File: config.mk
export PLATFORM = sky130hd
export DESIGN_NAME = uvrd_decoder
export DESIGN_NICKNAME = d
export VERILOG_FILES = /design/src/rtl/uvrd_pkg.sv /design/src/rtl/uvrd_rsp_if.sv /design/src/rtl/uvrd_decoder.sv /design/src/rtl/uvrd_rsp_serializer.sv
export SDC_FILE = /design/constraint.sdc
export NUM_CORES = 1
export LEC_CHECK = 0
export ABC_AREA = 1
export BUFFER_PORTS_ARGS = -buffer_cell sky130_fd_sc_hd__buf_2
export CAP_MARGIN = 20
export CORE_MARGIN = 3
export CORE_UTILIZATION = 56
export CTS_BUF_LIST = sky130_fd_sc_hd__clkbuf_16
export DETAILED_ROUTE_END_ITERATION = 6
export PLACE_DENSITY_LB_ADDON = 0.08
export SYNTH_ARGS = -nofsm -noshare
export SYNTH_HDL_FRONTEND = slang
export SYNTH_HIERARCHICAL = 1
export SYNTH_SLANG_ARGS = --single-unit
File: constraint.sdc
create_clock -name core_clk_in -period 4.1 [get_ports core_clk_in]
set_input_delay 0.41 -clock core_clk_in [delete_from_list [all_inputs] [get_ports core_clk_in]]
set_output_delay 0.41 -clock core_clk_in [all_outputs]
set_load 0.01 [all_outputs]
File: src/rtl/uvrd_pkg.sv
// uvrd_pkg: constants and types for the vendor request decoder
// assumes the device core delivers decoded SETUP fields on core_clk_in
package uvrd_pkg;

  // request type bytes and control endpoint
  localparam logic [7:0]  REQ_TYPE_WRITE = 8'h40;
  localparam logic [7:0]  REQ_TYPE_READ  = 8'hC0;
  localparam logic [3:0]  CTRL_EP        = 4'h0;

  // block read length window
  localparam logic [15:0] READ_LEN_MIN   = 16'h0001;
  localparam logic [15:0] READ_LEN_MAX   = 16'h0080;

  // command layouts as reported by the command table
  typedef enum logic [2:0] {
    UVRD_FMT_NONE    = 3'h0,
    UVRD_FMT_QUICK   = 3'h1,
    UVRD_FMT_WRITE7  = 3'h2,
    UVRD_FMT_WRITE32 = 3'h3,
    UVRD_FMT_READ    = 3'h4,
    UVRD_FMT_SETTING = 3'h5
  } uvrd_fmt_t;

  // why the last request was stalled
  typedef enum logic [2:0] {
    UVRD_REJ_NONE     = 3'h0,
    UVRD_REJ_ENDPOINT = 3'h1,
    UVRD_REJ_TYPE     = 3'h2,
    UVRD_REJ_UNKNOWN  = 3'h3,
    UVRD_REJ_FIELDS   = 3'h4,
    UVRD_REJ_LENGTH   = 3'h5,
    UVRD_REJ_BUSY     = 3'h6
  } uvrd_rej_t;

  typedef enum logic [1:0] {
    UVRD_DEC_IDLE = 2'b01,
    UVRD_DEC_READ = 2'b10
  } uvrd_dec_state_t;

  typedef enum logic [2:0] {
    UVRD_SER_IDLE = 3'b001,
    UVRD_SER_LOAD = 3'b010,
    UVRD_SER_SEND = 3'b100
  } uvrd_ser_state_t;

  typedef struct packed {
    uvrd_dec_state_t st;
    logic            cmd_valid;
    logic            stall;
    uvrd_fmt_t       fmt;
    logic [7:0]      cmd;
    logic [31:0]     value;
    logic [15:0]     offset;
    uvrd_rej_t       reason;
    logic            start;
    logic [7:0]      rd_len;
  } uvrd_dec_t;

  typedef struct packed {
    uvrd_ser_state_t st;
    logic [15:0]     addr;
    logic [7:0]      remain;
    logic [7:0]      data;
    logic            last;
  } uvrd_ser_t;

  localparam uvrd_dec_t DEC_RESET = '{
    st:        UVRD_DEC_IDLE,
    cmd_valid: 1'b0,
    stall:     1'b0,
    fmt:       UVRD_FMT_NONE,
    cmd:       8'h00,
    value:     32'h0000_0000,
    offset:    16'h0000,
    reason:    UVRD_REJ_NONE,
    start:     1'b0,
    rd_len:    8'h00
  };

  localparam uvrd_ser_t SER_RESET = '{
    st:     UVRD_SER_IDLE,
    addr:   16'h0000,
    remain: 8'h00,
    data:   8'h00,
    last:   1'b0
  };

endpackage

File: src/rtl/uvrd_rsp_if.sv
// uvrd_rsp_if: decoder to response serializer hand-off
// assumes both ends run on the same clock
`timescale 1ns/1ns
`default_nettype none
interface uvrd_rsp_if;
  logic        start;
  logic [15:0] offset;
  logic [7:0]  length;
  logic        busy;
  logic        done;

  modport ctrl (output start, output offset, output length,
                input busy, input done);
  modport ser  (input start, input offset, input length,
                output busy, output done);
endinterface
`default_nettype wire

File: src/rtl/uvrd_decoder.sv
// uvrd_decoder: vendor control request decoder, top level
// assumes the device core gives a one-cycle setup strobe on core_clk_in,
// handles the status stage, and turns stall_out into a protocol stall
//
// What this block does
// - commands only via vendor requests on endpoint 0
// - quick: type 0x40, all fields zero
// - 7-bit write: value in wValue, upper bits zero
// - 32-bit write: wIndex high, wValue low half
// - block read: type 0xC0, wValue zero
// - block read starts at wIndex offset
// - read returns wLength bytes, 1 to 128
// - response bytes go least-significant first
// - set setting: 8-bit value, wIndex offset
`timescale 1ns/1ns
`default_nettype none
module uvrd_decoder
(
  input  wire logic        core_clk_in,
  input  wire logic        reset_n_in,
  // setup packet from the device core
  input  wire logic        setup_valid_in,
  input  wire logic [3:0]  setup_ep_in,
  input  wire logic [7:0]  setup_type_in,
  input  wire logic [7:0]  setup_request_in,
  input  wire logic [15:0] setup_value_in,
  input  wire logic [15:0] setup_index_in,
  input  wire logic [15:0] setup_length_in,
  // command table lookup
  output logic [7:0]       lookup_cmd_out,
  input  wire logic [2:0]  lookup_fmt_in,
  // decoded command
  output logic             cmd_valid_out,
  output logic [2:0]       cmd_fmt_out,
  output logic [7:0]       cmd_byte_out,
  output logic [31:0]      cmd_value_out,
  output logic [15:0]      cmd_offset_out,
  output logic             stall_out,
  output logic [2:0]       reject_reason_out,
  output logic             busy_out,
  // response data block
  output logic [15:0]      blk_addr_out,
  input  wire logic [7:0]  blk_data_in,
  // data-in stage
  output logic [7:0]       in_data_out,
  output logic             in_valid_out,
  output logic             in_last_out,
  input  wire logic        in_ready_in
);

  uvrd_pkg::uvrd_dec_t d_r;
  uvrd_pkg::uvrd_dec_t d_nxt;

  uvrd_rsp_if rsp ();

  uvrd_pkg::uvrd_fmt_t fmt;
  logic                type_write;
  logic                type_read;
  logic                ep_ok;
  logic                value_zero;
  logic                index_zero;
  logic                length_zero;
  logic                value_hi_zero;
  logic                len_in_range;
  logic                fields_ok;
  logic                accept;
  uvrd_pkg::uvrd_rej_t reason;
  logic [31:0]         value;
  logic [15:0]         offset;

  // table answers combinationally for the current request byte
  assign lookup_cmd_out = setup_request_in;
  assign fmt            = uvrd_pkg::uvrd_fmt_t'(lookup_fmt_in);

  assign ep_ok         = (setup_ep_in == uvrd_pkg::CTRL_EP);
  assign type_write    = (setup_type_in == uvrd_pkg::REQ_TYPE_WRITE);
  assign type_read     = (setup_type_in == uvrd_pkg::REQ_TYPE_READ);
  assign value_zero    = (setup_value_in == 16'h0000);
  assign index_zero    = (setup_index_in == 16'h0000);
  assign length_zero   = (setup_length_in == 16'h0000);
  assign value_hi_zero = (setup_value_in[15:8] == 8'h00);
  assign len_in_range  = (setup_length_in >= uvrd_pkg::READ_LEN_MIN) &&
                         (setup_length_in <= uvrd_pkg::READ_LEN_MAX);

  // field checks and value assembly per layout
  always_comb
  begin
    fields_ok = 1'b0;
    value     = 32'h0000_0000;
    offset    = 16'h0000;
    unique case (fmt)
      uvrd_pkg::UVRD_FMT_QUICK:
      begin
        fields_ok = type_write && value_zero && index_zero &&
                    length_zero;
      end
      uvrd_pkg::UVRD_FMT_WRITE7:
      begin
        fields_ok = type_write && value_hi_zero &&
                    !setup_value_in[7] && index_zero &&
                    length_zero;
        value     = {25'h0, setup_value_in[6:0]};
      end
      uvrd_pkg::UVRD_FMT_WRITE32:
      begin
        fields_ok = type_write && length_zero;
        value     = {setup_index_in, setup_value_in};
      end
      uvrd_pkg::UVRD_FMT_READ:
      begin
        fields_ok = type_read && value_zero;
        offset    = setup_index_in;
      end
      uvrd_pkg::UVRD_FMT_SETTING:
      begin
        fields_ok = type_write && value_hi_zero && length_zero;
        value     = {24'h0, setup_value_in[7:0]};
        offset    = setup_index_in;
      end
      default:
      begin
        fields_ok = 1'b0;
      end
    endcase
  end

  // first failing check names the reject reason
  always_comb
  begin
    reason = uvrd_pkg::UVRD_REJ_NONE;
    if (!ep_ok)
      reason = uvrd_pkg::UVRD_REJ_ENDPOINT;
    else if (!type_write && !type_read)
      reason = uvrd_pkg::UVRD_REJ_TYPE;
    else if (fmt == uvrd_pkg::UVRD_FMT_NONE)
      reason = uvrd_pkg::UVRD_REJ_UNKNOWN;
    else if (!fields_ok)
      reason = uvrd_pkg::UVRD_REJ_FIELDS;
    else if (fmt == uvrd_pkg::UVRD_FMT_READ && !len_in_range)
      reason = uvrd_pkg::UVRD_REJ_LENGTH;
    else if (d_r.st != uvrd_pkg::UVRD_DEC_IDLE)
      reason = uvrd_pkg::UVRD_REJ_BUSY;
  end

  assign accept = (reason == uvrd_pkg::UVRD_REJ_NONE);

  always_comb
  begin
    d_nxt           = d_r;
    d_nxt.cmd_valid = 1'b0;
    d_nxt.stall     = 1'b0;
    d_nxt.start     = 1'b0;
    unique case (d_r.st)
      uvrd_pkg::UVRD_DEC_IDLE:
      begin
        if (setup_valid_in && accept)
        begin
          d_nxt.cmd_valid = 1'b1;
          d_nxt.fmt       = fmt;
          d_nxt.cmd       = setup_request_in;
          d_nxt.value     = value;
          d_nxt.offset    = offset;
          d_nxt.reason    = uvrd_pkg::UVRD_REJ_NONE;
          if (fmt == uvrd_pkg::UVRD_FMT_READ)
          begin
            d_nxt.start  = 1'b1;
            d_nxt.rd_len = setup_length_in[7:0];
            d_nxt.st     = uvrd_pkg::UVRD_DEC_READ;
          end
        end
        else if (setup_valid_in)
        begin
          // command outputs hold the last good request
          d_nxt.stall  = 1'b1;
          d_nxt.reason = reason;
        end
      end
      uvrd_pkg::UVRD_DEC_READ:
      begin
        // a new setup mid-answer is refused, not spliced in
        if (setup_valid_in)
        begin
          d_nxt.stall  = 1'b1;
          d_nxt.reason = reason;
        end
        if (rsp.done)
          d_nxt.st = uvrd_pkg::UVRD_DEC_IDLE;
      end
    endcase
  end

  always_ff @(posedge core_clk_in)
  begin
    if (!reset_n_in)
      d_r <= uvrd_pkg::DEC_RESET;
    else
      d_r <= d_nxt;
  end

  assign rsp.start  = d_r.start;
  assign rsp.offset = d_r.offset;
  assign rsp.length = d_r.rd_len;

  uvrd_rsp_serializer u_ser
  (
    .core_clk_in  (core_clk_in),
    .reset_n_in   (reset_n_in),
    .rsp          (rsp),
    .blk_addr_out (blk_addr_out),
    .blk_data_in  (blk_data_in),
    .in_data_out  (in_data_out),
    .in_valid_out (in_valid_out),
    .in_last_out  (in_last_out),
    .in_ready_in  (in_ready_in)
  );

  assign cmd_valid_out     = d_r.cmd_valid;
  assign cmd_fmt_out       = d_r.fmt;
  assign cmd_byte_out      = d_r.cmd;
  assign cmd_value_out     = d_r.value;
  assign cmd_offset_out    = d_r.offset;
  assign stall_out         = d_r.stall;
  assign reject_reason_out = d_r.reason;
  // serializer state kept in view so a stuck beat still shows busy
  assign busy_out          = (d_r.st != uvrd_pkg::UVRD_DEC_IDLE) ||
                             rsp.busy;

endmodule // uvrd_decoder
`default_nettype wire

File: src/rtl/uvrd_rsp_serializer.sv
// uvrd_rsp_serializer: streams a block read answer, one byte per beat
// assumes blk_data_in answers blk_addr_out in the same cycle
`timescale 1ns/1ns
`default_nettype none
module uvrd_rsp_serializer
(
  input  wire logic   core_clk_in,
  input  wire logic   reset_n_in,
  uvrd_rsp_if.ser     rsp,
  output logic [15:0] blk_addr_out,
  input  wire logic [7:0] blk_data_in,
  output logic [7:0]  in_data_out,
  output logic        in_valid_out,
  output logic        in_last_out,
  input  wire logic   in_ready_in
);

  uvrd_pkg::uvrd_ser_t s_r;
  uvrd_pkg::uvrd_ser_t s_nxt;

  always_comb
  begin
    s_nxt = s_r;
    unique case (s_r.st)
      uvrd_pkg::UVRD_SER_IDLE:
      begin
        if (rsp.start)
        begin
          s_nxt.addr   = rsp.offset;
          s_nxt.remain = rsp.length;
          s_nxt.st     = uvrd_pkg::UVRD_SER_LOAD;
        end
      end
      uvrd_pkg::UVRD_SER_LOAD:
      begin
        s_nxt.data = blk_data_in;
        s_nxt.last = (s_r.remain == 8'h01);
        s_nxt.st   = uvrd_pkg::UVRD_SER_SEND;
      end
      uvrd_pkg::UVRD_SER_SEND:
      begin
        if (in_ready_in)
        begin
          // ascending addresses give low byte first
          s_nxt.addr   = 16'(s_r.addr + 16'h0001);
          s_nxt.remain = 8'(s_r.remain - 8'h01);
          s_nxt.st     = s_r.last ? uvrd_pkg::UVRD_SER_IDLE
                                  : uvrd_pkg::UVRD_SER_LOAD;
        end
      end
    endcase
  end

  always_ff @(posedge core_clk_in)
  begin
    if (!reset_n_in)
      s_r <= uvrd_pkg::SER_RESET;
    else
      s_r <= s_nxt;
  end

  assign rsp.busy     = (s_r.st != uvrd_pkg::UVRD_SER_IDLE);
  assign rsp.done     = (s_r.st == uvrd_pkg::UVRD_SER_SEND) &&
                        in_ready_in && s_r.last;
  assign blk_addr_out = s_r.addr;
  assign in_data_out  = s_r.data;
  assign in_valid_out = (s_r.st == uvrd_pkg::UVRD_SER_SEND);
  assign in_last_out  = s_r.last;

endmodule // uvrd_rsp_serializer
`default_nettype wire

Word-level counts from Yosys, hierarchy flattened
Cells that the tools add are included.
{ "classes": {"n_eq_ne": 20, "n_reduce_logical": 37, "mux": 25, "magnitude_cmp": 2, "n_addsub": 2} }
{ "op_table": {"columns": ["cell", "n"], "rows": [
  ["one-hot mux 32 bit (3 select lines)", 1],
  ["two-way mux 27 bit", 2],
  ["logical NOT 16 bit", 3],
  ["one-hot mux 24 bit (2 select lines)", 1],
  ["two-way mux 3 bit", 9],
  ["adder 16 x 1 -> 16 bit (second input constant)", 1],
  [">= comparator 16 x 1 -> 1 bit (second input constant)", 1],
  ["less-or-equal comparator 16 x 8 -> 1 bit (second input constant)", 1],
  ["logical AND 1 bit", 16],
  ["two-way mux 16 bit", 1],
  ["AND reduction 3 bit", 4],
  ["== test 3 x 2 -> 1 bit (second input constant)", 3],
  ["== test 3 bit (second input constant)", 3],
  ["two-way mux 9 bit", 1],
  ["one-hot mux 3 bit (3 select lines)", 1],
  ["== test 8 x 1 -> 1 bit (second input constant)", 1],
  ["== test 8 x 7 -> 1 bit (second input constant)", 1],
  ["== test 8 bit (second input constant)", 1],
  ["logical NOT 8 bit", 1],
  ["inequality test 2 bit (second input constant)", 4],
  ["subtractor 8 x 1 -> 8 bit (second input constant)", 1],
  ["== test 3 x 1 -> 1 bit (second input constant)", 2],
  ["logical NOT 3 bit", 2],
  ["two-way mux 2 bit", 3],
  ["other kinds (15)", 22]
]} }
{ "totals": {"in_bits": 83, "out_inout_bits": 99, "register_bits": 111} }

Depth between registers and ports, before layout
{ "logic_depth": {"word_depth": 14, "depth_mapped": 19, "ltp_nobuf": 18} }

Hierarchy
Netlist, hierarchy kept.
{ "modules_own_cells": {"columns": ["module", "seq_area_each_um2", "area_per_inst_um2", "instances", "cells_each"], "rows": [
  ["uvrd_decoder", 1501.4, 3734.8, 1, 517],
  ["uvrd_rsp_serializer", 720.7, 2222.1, 1, 349]
]} }

Worst setup path before layout
No wires, ideal clock.
{ "synth_path": {"path_type": "input to register", "startpoint": "in setup_ep_in[1]", "endpoint": "reg d_r, in the netlist cmd_offset_out[10]", "n_path_buf": 1, "stages": 8, "arrival_time_ns": 1.820, "required_ns": 3.972, "path_slack_ns": 2.152, "path_cell_list": "nor4_1 > nor3b_1 > nand2_2 > nand2_4 > nor2_8 > nand2_2 > clkbuf_1 > o21ai_0"} }
{ "synth_between": {"elab_chain_len": 5} }
{ "synth_lines": {"columns": ["item", "line", "rtl"], "rows": [
  ["from (decl)", "uvrd_decoder.sv:23", "input wire logic [3:0] setup_ep_in,"],
  ["logical NOT 4 bit", "uvrd_decoder.sv:75", "assign ep_ok = (setup_ep_in == uvrd_pkg::CTRL_EP);"],
  ["two-way mux 3 bit", "uvrd_decoder.sv:131", "if (!ep_ok)"],
  ["logical NOT 3 bit", "uvrd_decoder.sv:145", "assign accept = (reason == uvrd_pkg::UVRD_REJ_NONE);"],
  ["logical AND 1 bit", "uvrd_decoder.sv:156", "if (setup_valid_in && accept)"],
  ["AND reduction 2 bit (no line)", null, null],
  ["to (signal assigned)", "uvrd_decoder.sv:195", "d_r <= uvrd_pkg::DEC_RESET;"],
  ["to (signal assigned)", "uvrd_decoder.sv:197", "d_r <= d_nxt;"],
  ["to (decl)", "uvrd_decoder.sv:51", "uvrd_pkg::uvrd_dec_t d_r;"]
]} }
No other way between the ends.
A chain may end at the register's enable or synchronous reset.

Worst setup path after layout
{ "layout_path": {"startpoint": "in lookup_fmt_in[2]", "endpoint": "reg d_r, in the netlist cmd_value_out[18]"} }
{ "layout_between": {"elab_chain_len": 10, "word_cells_on_any_way": 17} }
{ "layout_lines": {"columns": ["item", "line", "rtl"], "rows": [
  ["from (decl)", "uvrd_decoder.sv:31", "input wire logic [2:0] lookup_fmt_in,"],
  ["branches (longest 10 deep; another with one-hot mux 1 bit (5 select lines))", null, null]
]} }
Parallel ways; which one is timed is not known.

==> results_dict.tcl <==
set metrics [dict create \
    rows 37 \
    finalNetCount 1015 \
    antenna_found_initial 0 \
    first_global_vias 5036 \
    grt_max_degree 60 \
    fin_crit_ns 2.72 \
    io_pins 182 \
    crit_chain "buf_2 > inv_2 > nand2_2 > nor2_4 > buf_4 > inv_2 > nand2_2 > nor2_2 > nand2_1 > nand3_1 > nand2_1 > nand2_1 > nand2_1 > nand2_1 > nand3_2 > nor2_8 > nand2_2 > o21ai_0" \
    setup_viol 0 \
    clockBufferDepth 2 \
    muxShareOfSynthArea_pct 0 \
    synth_edf_count 0 \
    hold_start "blk_data_in[4]" \
    utilization_pct 62.8 \
    syn_to_final_growth_pct 8.76 \
    grt.overflow.total 0 \
    synth_top_area_share_pct 37.3 \
    multi_input_area_um2 2640 \
    clkLatencyLatePin_ns 0.35 \
    die_h_um 109 \
    slew_headroom_pct 36.2 \
    syn-cell-area_um2 5960 \
    crit_start "lookup_fmt_in[2]" \
    via_per_inst 5.25 \
    synth_top_family_by_area "simple AND/OR/NAND/NOR gates" \
    diodes 0 \
    ant_nets 0 \
    cp_slowest_cell "nand2_2" \
    fin_skew_ns 0.00839 \
    synth_most_common_cell "nand2_1" \
    critical_path.max_fanout 49 \
    finalPower_mw 2.42 \
    outcome "completed" \
    rsz0062_at_grt "no" \
    start_util_pct 57.7 \
    synth_top_area_cell "dfxtp_1" \
    critPathLaunchType "input pin" \
    cts_buffers 9 \
    ys_types 39 \
    grt_use_total_pct 24.4 \
    synth-seq-cells 111 \
    worstReg2RegEnd "cmd_value_out[18]" \
    seq_area_um2 2220 \
    chipWidth_um 109 \
    cts_root_buf "clkbuf_16" \
    fin_crit_sh_pct 66.4 \
    crit_family "simple AND/OR/NAND/NOR gates" \
    port_buffers 181 \
    synthArstFlopShare_pct 0 \
    drtPass1Iterations 5 \
    yosys.area_share.adder_pct 0.630 \
    wl_mm 14.6 \
    min_path_cells 3 \
    leakagePower_nw 2.96 \
    worstReg2RegStart "d_r[73]" \
    post_drt_wl_per_cell_um 13.7 \
    synth_common_cells "nand2_1 (170), nor2_1 (151), dfxtp_1 (111), buf_4 (96), nand3_1 (75)" \
    syn_nets 952 \
    r2r_slack_ns 1.79 \
    dieArea_um2 11900 \
    worst_ep_arrival_time_ns 2.97 \
    ir_drop_uv 182 \
    tritoncts "yes" \
    drive_gt1_share_pct 25.3 \
    drtIter0Drc 427 \
    drv_cap 0 \
    synthFlopType "dfxtp_1" \
    synth_compound_area_share_pct 12.0 \
    htreeDepth 3 \
    powerDensity_nw_per_um2 374 \
    place.gp.congestion 0.886 \
    fin_tns_setup_ns 0 \
    final_cell_area_um2 6480 \
    fillers 988 \
    yosys_warnings 6 \
    min_delay_worst_endpoint "u_ser/in_data_out[4]" \
    hold_ws_ns 0.288 \
    path_clk_slew_ns 0.07 \
    synth_area_leaders "dfxtp_1 (37%), buf_4 (12%), nand2_1 (11%)" \
    synth_xor_area_share_pct 0.294 \
    cts_hold_buf 0 \
    drcViolationCount 0 \
    placed_cell_area_um2 6150 \
    dpl.hpwl_mm 10.5 \
    seq_area_frac_synth_pct 37.3 \
    hold_path_class "in2reg" \
    tightest_slew_ns 0.956 \
    critPathCaptureType "flip-flop" \
    drv_slew 0 \
    cts.sinks 111 \
    critPathBufInv 4 \
    cts-resized-gates 0 \
    critPathKind "in2reg" \
    cp_data_required_time_ns 4.34 \
    synth_cells 866 \
    max_stage_delay_ns 0.55 \
    hold_viol_final 0 \
    grt_pass1_wl_mm 23.5 \
    path_common_cell "nand2_1" \
    synth_area_per_cell_um2 6.88 \
    vias 5614 \
    max_freq_mhz 367 \
    rr_worst_depth 10 \
    yosys.area_share.simple_pct 31.4 \
    post_cts_buffers 0 \
    core_area_um2 10300 \
]
-- tightest hold or removal path, stage by stage --
cell and delay [ns]:
buf_2 0.08, nor2_1 0.03, nor2_1 0.08
-- layout make-up --
| type | count | area share, % |
|---|---|---|
| Timing Repair Buffer | 183 | 14.2 |
| Sequential cell | 111 | 34.3 |
| Clock buffer | 9 | 3.48 |
| Multi-Input combinational cell | 571 | 40.7 |
| Inverter | 53 | 3.11 |
| Clock inverter | 7 | 1.56 |
| Tap cell | 136 | 2.63 |
-- cell usage in the layout (no fill, tap or decap), types with 3 or more instances in the layout --
| master | Yosys | routed |
|---|---|---|
| ha_1 | 3 | 3 |
| nor2_2 | 4 | 4 |
| o21ai_2 | 9 | 9 |
| nor3_1 | 3 | 3 |
| nand3b_1 | 3 | 3 |
| a21oi_1 | 33 | 33 |
| o211ai_1 | 3 | 3 |
| nand2_2 | 6 | 6 |
| buf_2 | 11 | 181 |
| nand3_1 | 75 | 75 |
| o21ai_0 | 70 | 70 |
| inv_1 | 45 | 45 |
| or2_2 | 3 | 3 |
| nand2_1 | 170 | 170 |
| dfxtp_1 | 111 | 111 |
| inv_2 | 7 | 7 |
| nor2_1 | 151 | 151 |
| o21ai_1 | 12 | 12 |
| nand4_1 | 7 | 7 |
| clkbuf_16 | 0 | 9 |
-- report_power, final --
| group | switching (mW) | internal (mW) |
|---|---|---|
| Clock | 0.413 | 0.544 |
| Sequential | 0.0310 | 1.11 |
| Combinational | 0.209 | 0.112 |
-- per-layer routing --
| layer | routed length [um] | vias to the layer above | global-route usage, % |
|---|---|---|---|
| met5 | 0 | - | 0 |
| met4 | 235 | 0 | 8.03 |
| met3 | 1100 | 20 | 5.21 |
| met2 | 6910 | 199 | 41.6 |
| met1 | 6370 | 2576 | 30.7 |
| li1 | - | 2819 | - |
-- registers in the layout, summed over array words and instances (netlist names), named ones only --
name and cells:
cmd_value_out 32, cmd_offset_out 16, u_ser/blk_addr_out 16, u_ser/s_r 11
cmd_byte_out 8, rsp.length 8, u_ser/in_data_out 8, cmd_fmt_out 3
d_r 2, reject_reason_out 2, cmd_valid_out 1, rsp.start 1
stall_out 1, u_ser/in_last_out 1
-- through the flow --
stage | std cells | setup slack (ns)
6_report | 1070 | 1.38
5_1_grt | 1070 | 1.01
4_1_cts | 1070 | 1.36
3_5_place_dp | 1054 | 1.03
3_3_place_gp | 1054 | 1.18
2_1_floorplan | 866 | 2.15
-- cells by family (layout without fill, tap and decap cells) --
kind of cell / count (synthesis) / after routing
simple gates: 434 / 434
buf+inv: 184 / 252
compound gates: 132 / 132
flops: 111 / 111
fa+ha+maj: 3 / 3
xor+xnor: 2 / 2
-- worst max path at each step --
stage	to	depth (start not counted)
6_report	cmd_value_out[18]	18
3_3_place_gp	cmd_value_out[13]	18
4_1_cts	cmd_value_out[18]	17
5_1_grt	cmd_value_out[10]	19
2_1_floorplan	cmd_offset_out[10]	8
3_5_place_dp	cmd_value_out[19]	17
(Power assumes the default switching activity.)
